**src/hw/pbesb_pkg.sv**
```systemverilog
// Package for the bridge error status and bypass control register bank
package pbesb_pkg;
  // ****************************************
  // Register map
  // ****************************************
  localparam logic [7:0] DCS_OFFSET = 8'h00;
  localparam logic [7:0] PCI_ERR_ADDR_OFFSET = 8'h04;
  localparam logic [7:0] BYP_STATUS_OFFSET = 8'h08;
  localparam logic [7:0] ADDR_W = 8;

  // ****************************************
  // Field positions of the control and status register
  // ****************************************
  localparam int TRANSLATION_BUFFER_ENABLE_BIT = 0;
  localparam int PREFETCH_ENABLE_BIT_BIT = 2;
  localparam int CEI_DIS_BIT = 3;
  localparam int PCD_BIT = 4;
  localparam int RTO_BIT = 5;
  localparam int LOST_BIT = 6;
  localparam int DDP_BIT = 8;
  localparam int IOP_BIT = 9;
  localparam int TAB_BIT = 10;
  localparam int BYP_LO = 16;
  localparam int BYP_HI = 17;

  // ****************************************
  // Reset values and bypass address ranges
  // ****************************************
  localparam logic [31:0] DCS_RESET = 32'h0000_0000;
  localparam logic [31:0] ERR_ADDR_RESET = 32'h0000_0000;
  localparam int FULL_CMP_LO = 6;
  localparam int FULL_CMP_HI = 31;
  localparam int PAGE_CMP_LO = 6;
  localparam int PAGE_CMP_HI = 12;

  // Read bypass modes
  typedef enum logic [1:0] {
    PBESB_BYP_FULL = 2'b00,
    PBESB_BYP_RSVD = 2'b01,
    PBESB_BYP_PART = 2'b10,
    PBESB_BYP_NONE = 2'b11
  } pbesb_byp_t;
endpackage : pbesb_pkg

```
**src/hw/pbesb_bypass.sv**
```systemverilog
// Read bypass decision against a buffered DMA write address
`timescale 1ns/1ps
module pbesb_bypass (
  // Mode and addresses
  input wire logic [1:0] mode,
  input wire logic [31:0] rd_addr,
  input wire logic [31:0] wr_addr,
  input wire logic wr_pending,
  // Decision
  output logic bypass_ok
);
  logic full_diff;
  logic page_diff;

  // Compare ranges fixed by the mode
  assign full_diff = rd_addr[pbesb_pkg::FULL_CMP_HI:pbesb_pkg::FULL_CMP_LO]
                   != wr_addr[pbesb_pkg::FULL_CMP_HI:pbesb_pkg::FULL_CMP_LO];
  assign page_diff = rd_addr[pbesb_pkg::PAGE_CMP_HI:pbesb_pkg::PAGE_CMP_LO]
                   != wr_addr[pbesb_pkg::PAGE_CMP_HI:pbesb_pkg::PAGE_CMP_LO];

  // No pending write means nothing to order against
  always_comb begin
    bypass_ok = 1'b0;
    if (!wr_pending) begin
      bypass_ok = 1'b1;
    end else begin
      unique case (pbesb_pkg::pbesb_byp_t'(mode))
        pbesb_pkg::PBESB_BYP_FULL: bypass_ok = full_diff;
        pbesb_pkg::PBESB_BYP_PART: bypass_ok = page_diff;
        pbesb_pkg::PBESB_BYP_NONE: bypass_ok = 1'b0;
        // Reserved code treated as strict ordering, the safe choice
        pbesb_pkg::PBESB_BYP_RSVD: bypass_ok = 1'b0;
      endcase
    end
  end
endmodule : pbesb_bypass

```
**src/hw/pbesb_err_log.sv**
```systemverilog
// Error address log with lock on first error
`timescale 1ns/1ps
module pbesb_err_log (
  // Clock and reset
  input wire logic ref_clk,
  input wire logic srst,
  input wire logic ce,
  // Capture
  input wire logic err_any,
  input wire logic locked,
  input wire logic [31:0] err_addr,
  // Logged address
  output logic [31:0] addr_q
);
  logic [31:0] addr_r;

  // Captured only while unlocked, so the first error stays valid
  always_ff @(posedge ref_clk) begin
    if (srst) begin
      addr_r <= pbesb_pkg::ERR_ADDR_RESET;
    end else if (ce && err_any && !locked) begin
      addr_r <= err_addr;
    end
  end

  assign addr_q = addr_r;
endmodule : pbesb_err_log

```
**src/hw/pbesb_top.sv**
```systemverilog
// Bridge error status, parity, prefetch, translation and bypass register bank
//
// The register offsets and the address-and-strobe port were decided locally.
`timescale 1ns/1ps
module pbesb_top (
  // Clock, reset, enable
  input wire logic ref_clk,
  input wire logic srst,
  input wire logic ce,
  // Register port
  input wire logic [7:0] reg_addr,
  input wire logic [31:0] reg_wdata,
  input wire logic reg_wr,
  input wire logic reg_rd,
  output logic [31:0] reg_rdata,
  // PCI error events, one-cycle pulses with the transaction address
  input wire logic ev_target_abort,
  input wire logic ev_io_parity_raw,
  input wire logic ev_dma_parity_raw,
  input wire logic ev_retry_timeout,
  input wire logic ev_addr_parity_raw,
  input wire logic [31:0] ev_pci_addr,
  // Parity control toward the PCI engine
  output logic parity_check_en,
  output logic parity_gen_en,
  // Prefetch and translation buffer control
  output logic prefetch_en,
  output logic tlb_en,
  input wire logic tlb_alloc_req,
  output logic tlb_alloc_ok,
  output logic tlb_invalidate,
  // Read bypass decision
  input wire logic [31:0] dma_rd_addr,
  input wire logic [31:0] dma_wr_addr,
  input wire logic dma_wr_pending,
  output logic rd_bypass_ok,
  // Error seen when checking is on (diagnostic view)
  output logic addr_parity_err
);
  // ****************************************
  // Register state
  // ****************************************
  logic tab_r;
  logic iop_r;
  logic ddp_r;
  logic lost_r;
  logic rto_r;
  logic pcd_r;
  logic cei_dis_r;
  logic prefetch_enable_bit_r;
  logic translation_buffer_enable_r;
  logic [1:0] byp_r;
  logic [31:0] rdata_r;
  logic addr_par_r;
  logic [31:0] err_addr_q;

  // ****************************************
  // Event qualification
  // ****************************************
  logic io_par_ev;
  logic dma_par_ev;
  logic err_any;
  logic locked;
  logic wr_dcs;
  logic [31:0] w1c;

  // Checks gated off by the disable bit
  assign io_par_ev = ev_io_parity_raw && !pcd_r;
  assign dma_par_ev = ev_dma_parity_raw && !pcd_r;
  assign err_any = ev_target_abort || io_par_ev || dma_par_ev || ev_retry_timeout;

  // Log is locked while any PCI address error flag stands
  assign locked = tab_r || iop_r || ddp_r || rto_r;

  assign wr_dcs = reg_wr && (reg_addr == pbesb_pkg::DCS_OFFSET);
  assign w1c = wr_dcs ? reg_wdata : 32'h0000_0000;

  // ****************************************
  // Error flags: set wins over clear
  // ****************************************
  always_ff @(posedge ref_clk) begin
    if (srst) begin
      tab_r <= 1'b0;
      iop_r <= 1'b0;
      ddp_r <= 1'b0;
      rto_r <= 1'b0;
    end else if (ce) begin
      tab_r <= ev_target_abort || (tab_r && !w1c[pbesb_pkg::TAB_BIT]);
      iop_r <= io_par_ev || (iop_r && !w1c[pbesb_pkg::IOP_BIT]);
      ddp_r <= dma_par_ev || (ddp_r && !w1c[pbesb_pkg::DDP_BIT]);
      rto_r <= ev_retry_timeout || (rto_r && !w1c[pbesb_pkg::RTO_BIT]);
    end
  end

  // Lost flag: a new error while the log already holds one
  always_ff @(posedge ref_clk) begin
    if (srst) begin
      lost_r <= 1'b0;
    end else if (ce) begin
      lost_r <= (err_any && locked) || (lost_r && !w1c[pbesb_pkg::LOST_BIT]);
    end
  end

  // Address log; lock keeps the first address
  pbesb_err_log u_log (
    .ref_clk(ref_clk),
    .srst(srst),
    .ce(ce),
    .err_any(err_any),
    .locked(locked),
    .err_addr(ev_pci_addr),
    .addr_q(err_addr_q)
  );

  // ****************************************
  // Control fields
  // ****************************************
  // Prefetch bit is write-one-to-toggle per its field type, set by writing a one while clear
  always_ff @(posedge ref_clk) begin
    if (srst) begin
      pcd_r <= 1'b0;
      cei_dis_r <= 1'b0;
      prefetch_enable_bit_r <= 1'b0;
      translation_buffer_enable_r <= 1'b0;
      byp_r <= 2'b00;
    end else if (ce && wr_dcs) begin
      pcd_r <= reg_wdata[pbesb_pkg::PCD_BIT];
      cei_dis_r <= reg_wdata[pbesb_pkg::CEI_DIS_BIT];
      prefetch_enable_bit_r <= reg_wdata[pbesb_pkg::PREFETCH_ENABLE_BIT_BIT] ? !prefetch_enable_bit_r : prefetch_enable_bit_r;
      translation_buffer_enable_r <= reg_wdata[pbesb_pkg::TRANSLATION_BUFFER_ENABLE_BIT];
      byp_r <= reg_wdata[pbesb_pkg::BYP_HI:pbesb_pkg::BYP_LO];
    end
  end

  // Address parity flagged only for visibility, never logged
  always_ff @(posedge ref_clk) begin
    if (srst) begin
      addr_par_r <= 1'b0;
    end else if (ce) begin
      addr_par_r <= ev_addr_parity_raw && !pcd_r;
    end
  end

  // Control outputs
  assign parity_check_en = !pcd_r;
  assign parity_gen_en = 1'b1;
  assign prefetch_en = prefetch_enable_bit_r;
  assign tlb_en = translation_buffer_enable_r;
  assign tlb_alloc_ok = tlb_alloc_req && translation_buffer_enable_r;
  // Enable bit never drives invalidation; that is a separate register
  assign tlb_invalidate = 1'b0;
  assign addr_parity_err = addr_par_r;

  // ****************************************
  // Read bypass
  // ****************************************
  pbesb_bypass u_byp (
    .mode(byp_r),
    .rd_addr(dma_rd_addr),
    .wr_addr(dma_wr_addr),
    .wr_pending(dma_wr_pending),
    .bypass_ok(rd_bypass_ok)
  );

  // ****************************************
  // Read data, one cycle after the strobe
  // ****************************************
  function automatic logic [31:0] dcs_image(
    input logic tab, input logic iop, input logic ddp, input logic lost,
    input logic rto, input logic pcd, input logic cei, input logic prefetch_enable_bit,
    input logic translation_buffer_enable, input logic [1:0] byp);
    logic [31:0] v;
    v = pbesb_pkg::DCS_RESET;
    v[pbesb_pkg::TAB_BIT] = tab;
    v[pbesb_pkg::IOP_BIT] = iop;
    v[pbesb_pkg::DDP_BIT] = ddp;
    v[pbesb_pkg::LOST_BIT] = lost;
    v[pbesb_pkg::RTO_BIT] = rto;
    v[pbesb_pkg::PCD_BIT] = pcd;
    v[pbesb_pkg::CEI_DIS_BIT] = cei;
    v[pbesb_pkg::PREFETCH_ENABLE_BIT_BIT] = prefetch_enable_bit;
    v[pbesb_pkg::TRANSLATION_BUFFER_ENABLE_BIT] = translation_buffer_enable;
    v[pbesb_pkg::BYP_HI:pbesb_pkg::BYP_LO] = byp;
    return v;
  endfunction : dcs_image

  // Unmapped addresses read zero
  always_ff @(posedge ref_clk) begin
    if (srst) begin
      rdata_r <= 32'h0000_0000;
    end else if (ce) begin
      rdata_r <= 32'h0000_0000;
      if (reg_rd) begin
        unique case (reg_addr)
          pbesb_pkg::DCS_OFFSET: rdata_r <= dcs_image(tab_r, iop_r, ddp_r, lost_r, rto_r,
                                                      pcd_r, cei_dis_r, prefetch_enable_bit_r, translation_buffer_enable_r, byp_r);
          pbesb_pkg::PCI_ERR_ADDR_OFFSET: rdata_r <= err_addr_q;
          pbesb_pkg::BYP_STATUS_OFFSET: rdata_r <= {31'h0000_0000, rd_bypass_ok};
          default: rdata_r <= 32'h0000_0000;
        endcase
      end
    end
  end

  assign reg_rdata = rdata_r;
endmodule : pbesb_top

```
**config.mk**
```make
export PLATFORM = sky130hd
export DESIGN_NAME = pbesb_top
export DESIGN_NICKNAME = d
export VERILOG_FILES = /design/src/hw/pbesb_pkg.sv /design/src/hw/pbesb_bypass.sv /design/src/hw/pbesb_err_log.sv /design/src/hw/pbesb_top.sv
export SDC_FILE = /design/constraint.sdc
export NUM_CORES = 1
export LEC_CHECK = 0
export BUFFER_PORTS_ARGS = -buffer_cell sky130_fd_sc_hd__buf_2
export CAP_MARGIN = 25
export CORE_UTILIZATION = 47
export DETAILED_ROUTE_END_ITERATION = 16
export GPL_ROUTABILITY_DRIVEN = 0
export MAX_ROUTING_LAYER = met4
export PLACE_DENSITY_LB_ADDON = 0.25
export SYNTH_ARGS = -nofsm -noshare
export SYNTH_HDL_FRONTEND = slang
export SYNTH_SLANG_ARGS = --single-unit
```
**constraint.sdc**
```tcl
create_clock -name ref_clk -period 4.9 [get_ports ref_clk]
set_input_delay 1.225 -clock ref_clk [delete_from_list [all_inputs] [get_ports ref_clk]]
set_output_delay 1.225 -clock ref_clk [all_outputs]
set_load 0.03 [all_outputs]
```
==> impl_metrics.ini <==
[power]
seqPwrFrac = 0.542
pwr_density_cell_mw_per_mm2 = 281.0
power.internal_mw = 0.8854
power_mw = 1.194
switching_share = 0.2582
combPwrFrac = 0.123
leakage_nw = 1.899
power.share.clock = 0.335
p_sw_mw = 0.3082
worst_ir_drop_vdd_v = 0.0001599

[critical_path]
required_ps = 3670
critPathMaxFanout = 2
arrival_ps = 2320
end_kind = output pin
startpoint_type = input pin
crit_type = input pin to output pin

[drt]
drt_iter0_drc = 119
wl_per_cell_um = 13.28
routed_wl_um = 8329
drc = 0
vias_per_cell = 5.010
ant_nets = 0
dr.pass1.iters = 4
vias = 3141

[synth]
synth_seq_cells = 76
ys_types = 33
synth_area_mm2 = 0.003267
synthFlopType = dfxtp_1
synthesis.nets = 548
synth_warnings = 0
syn_avg_cell_area_um2 = 8.167
synth_edf_count = 0
syn_inst = 400
ys_seq_area_frac = 0.4657
async_flop_share = 0

[timing]
skew_ps = 9.504
rsz0062_at_grt = no
worst_slew_pin_slew_ps = 800.3
fin_crit_ps = 3542
finalCritPeriodShare = 0.7228
whs_ps = 452.5
setup_tns_ps = 0
drv_slew = 0
setup_slack_ps = 1358
slew-limit-headroom = 0.4665
fmax_mhz = 282.4
setup_viol = 0
hold_viol = 0

[final_layout]
area_growth_pct = 30.03
diodes = 0
multiInputGateArea_mm2 = 0.001632
seqCellArea_mm2 = 0.001521
post-route-cell-area_mm2 = 0.004248
nNetsFinal = 691
fillCellCount = 626
drive_above_1_share = 0.3400

[grt]
grtUsageMet1 = 0.2741
grt_max_degree = 41
grt_antenna_before_repair = 0
met2_usage = 0.4091
groute.usage.overall = 0.2382
top_usage_layer = met2
grt_pass1_vias = 2854
grtUsageMet3 = 0.05447
grt_overflow_total = 0
grt_pass1_wl_um = 13090

[clock_tree]
clkSlewWorstSetupHoldPaths_ps = 80
cts_tree = built
clkSinkCount = 76
root_buffer = clkbuf_8
cts_max_path_buffers = 2
ctsHoldBuffers = 0
cts_buffers = 9
post_cts_resized = 0
htreeDepth = 3
cts_setup_buffers = 0
clock_latency_ps = 340

[floorplanning]
die_w_um = 85.37
ios = 188
die-area_mm2 = 0.007288
die-height_um = 85.37
initial_utilization = 0.4835
core_region_area_mm2 = 0.006756
rows = 30

[placement]
place_area_mm2 = 0.004090
hpwl_um = 5910
io_buffer_count = 152
place_ws_ps = 1325

[flow_run]
drv_cap = 0

[worst_hold_path]
min_path_type = flop to flop

[run_status]
outcome = completed
cell type report:
cell class | instances | share of cell area
multi-input combinational | 295 | 0.3841
sequential | 76 | 0.3582
timing repair buffer | 158 | 0.1944
clock buffer | 10 | 0.03004
tap | 80 | 0.02356
clock inverter | 5 | 0.007069
inverter | 3 | 0.002651
through the flow:
step	utilization	cells
floorplan	-	400
global placement	0.6013	611
detailed placement	0.6054	612
CTS	0.6287	627
global route	0.6287	627
finish	0.6287	627
final timing paths:
path	from	endpoint	slack (ps)	cells after the start
worst max-delay path	dma_wr_addr[14]	rd_bypass_ok	1360	7
worst min-delay path	u_log.addr_q[10]$_SDFFE_PP0P_	u_log.addr_q[10]$_SDFFE_PP0P_	450	2
worst max register to register	pcd_r$_SDFFE_PP0P_	u_log.addr_q[5]$_SDFFE_PP0P_	2980	6
worst min register to register	u_log.addr_q[10]$_SDFFE_PP0P_	u_log.addr_q[10]$_SDFFE_PP0P_	450	2
flip-flops by register name, indices dropped and copies added, names as in the netlist:
name,cells
lost_r,1
ddp_r,1
byp_r,2
cei_dis_r,1
pcd_r,1
rto_r,1
tab_r,1
reg_rdata,32
iop_r,1
tlb_en,1
addr_parity_err,1
prefetch_en,1
u_log.addr_q,32
cells by family after synthesis:
logic type                count (synthesis)  share of synthesized area
AOI/OAI and AO/OA                        76                     0.1256
xor gates and xnor gates                 27                    0.07239
buffers and inverters                    29                    0.03676
DFF                                      76                     0.4657
muxes                                    15                    0.04979
other                                     2                   0.002299
and+or+nand+nor                         175                     0.2474
synth_stat cells, types with 2 or more instances:
| master | instances | share of area |
|---|---|---|
| dfxtp_1 | 76 | 0.47 |
| nand2_1 | 75 | 0.086 |
| a21oi_1 | 65 | 0.10 |
| nor2_1 | 43 | 0.049 |
| nor2b_1 | 33 | 0.063 |
| xor2_1 | 20 | 0.054 |
| clkbuf_1 | 17 | 0.020 |
| mux2_2 | 10 | 0.034 |
| xnor2_1 | 7 | 0.019 |
| nor4_1 | 6 | 0.011 |
| a22oi_1 | 5 | 0.011 |
| mux2i_1 | 5 | 0.015 |
| buf_1 | 4 | 0.0046 |
| and2_1 | 3 | 0.0057 |
| buf_2 | 3 | 0.0046 |
| inv_1 | 3 | 0.0034 |
| nand3_1 | 3 | 0.0046 |
| buf_4 | 2 | 0.0046 |
| conb_1 | 2 | 0.0023 |
| nand2b_1 | 2 | 0.0038 |
| nand4_1 | 2 | 0.0038 |
| nor3_1 | 2 | 0.0031 |
| o21ai_0 | 2 | 0.0031 |
layout by cell type, fill, tap and decap left out, types with 2 or more instances in the layout:
| master | n |
|---|---|
| clkinv_2 | 3 |
| o21ai_0 | 2 |
| nor2b_1 | 33 |
| clkinvlp_4 | 2 |
| clkbuf_8 | 9 |
| a22oi_1 | 5 |
| nand2b_1 | 2 |
| conb_1 | 2 |
| nor2_1 | 43 |
| mux2i_1 | 5 |
| nor4_2 | 2 |
| xor2_1 | 20 |
| dfxtp_1 | 76 |
| inv_1 | 3 |
| nor3_1 | 2 |
| nand4_1 | 2 |
| nor4_1 | 5 |
| mux2_2 | 10 |
| buf_2 | 152 |
| and2_1 | 3 |
| buf_4 | 5 |
| nand3_1 | 3 |
| a21oi_1 | 65 |
| nand2_1 | 75 |
| xnor2_1 | 7 |
worst max-delay path, cell delays in order:
cell      delay [ps]
buf_2            100
xor2_1           150
nor4_1           280
nand3_1          140
o21bai_1         140
a21boi_0         100
buf_2            190
metal layers:
layer  routed length, um  up-vias
li1                    -     1595
met1                3555     1420
met2                4121      111
met3                 528       15
met4                 124        0
met5                   0        -
power groups by stage:
stage	Clock [mW]	Sequential (mW)	Combinational [mW]
5_1_grt	0.441	0.649	0.163
2_1_floorplan	0	0.659	0.0777
6_report	0.399	0.647	0.147
4_1_cts	0.411	0.647	0.149
3_5_place_dp	0	0.661	0.148
3_3_place_gp	0	0.660	0.141
(Power assumes the default switching activity.)
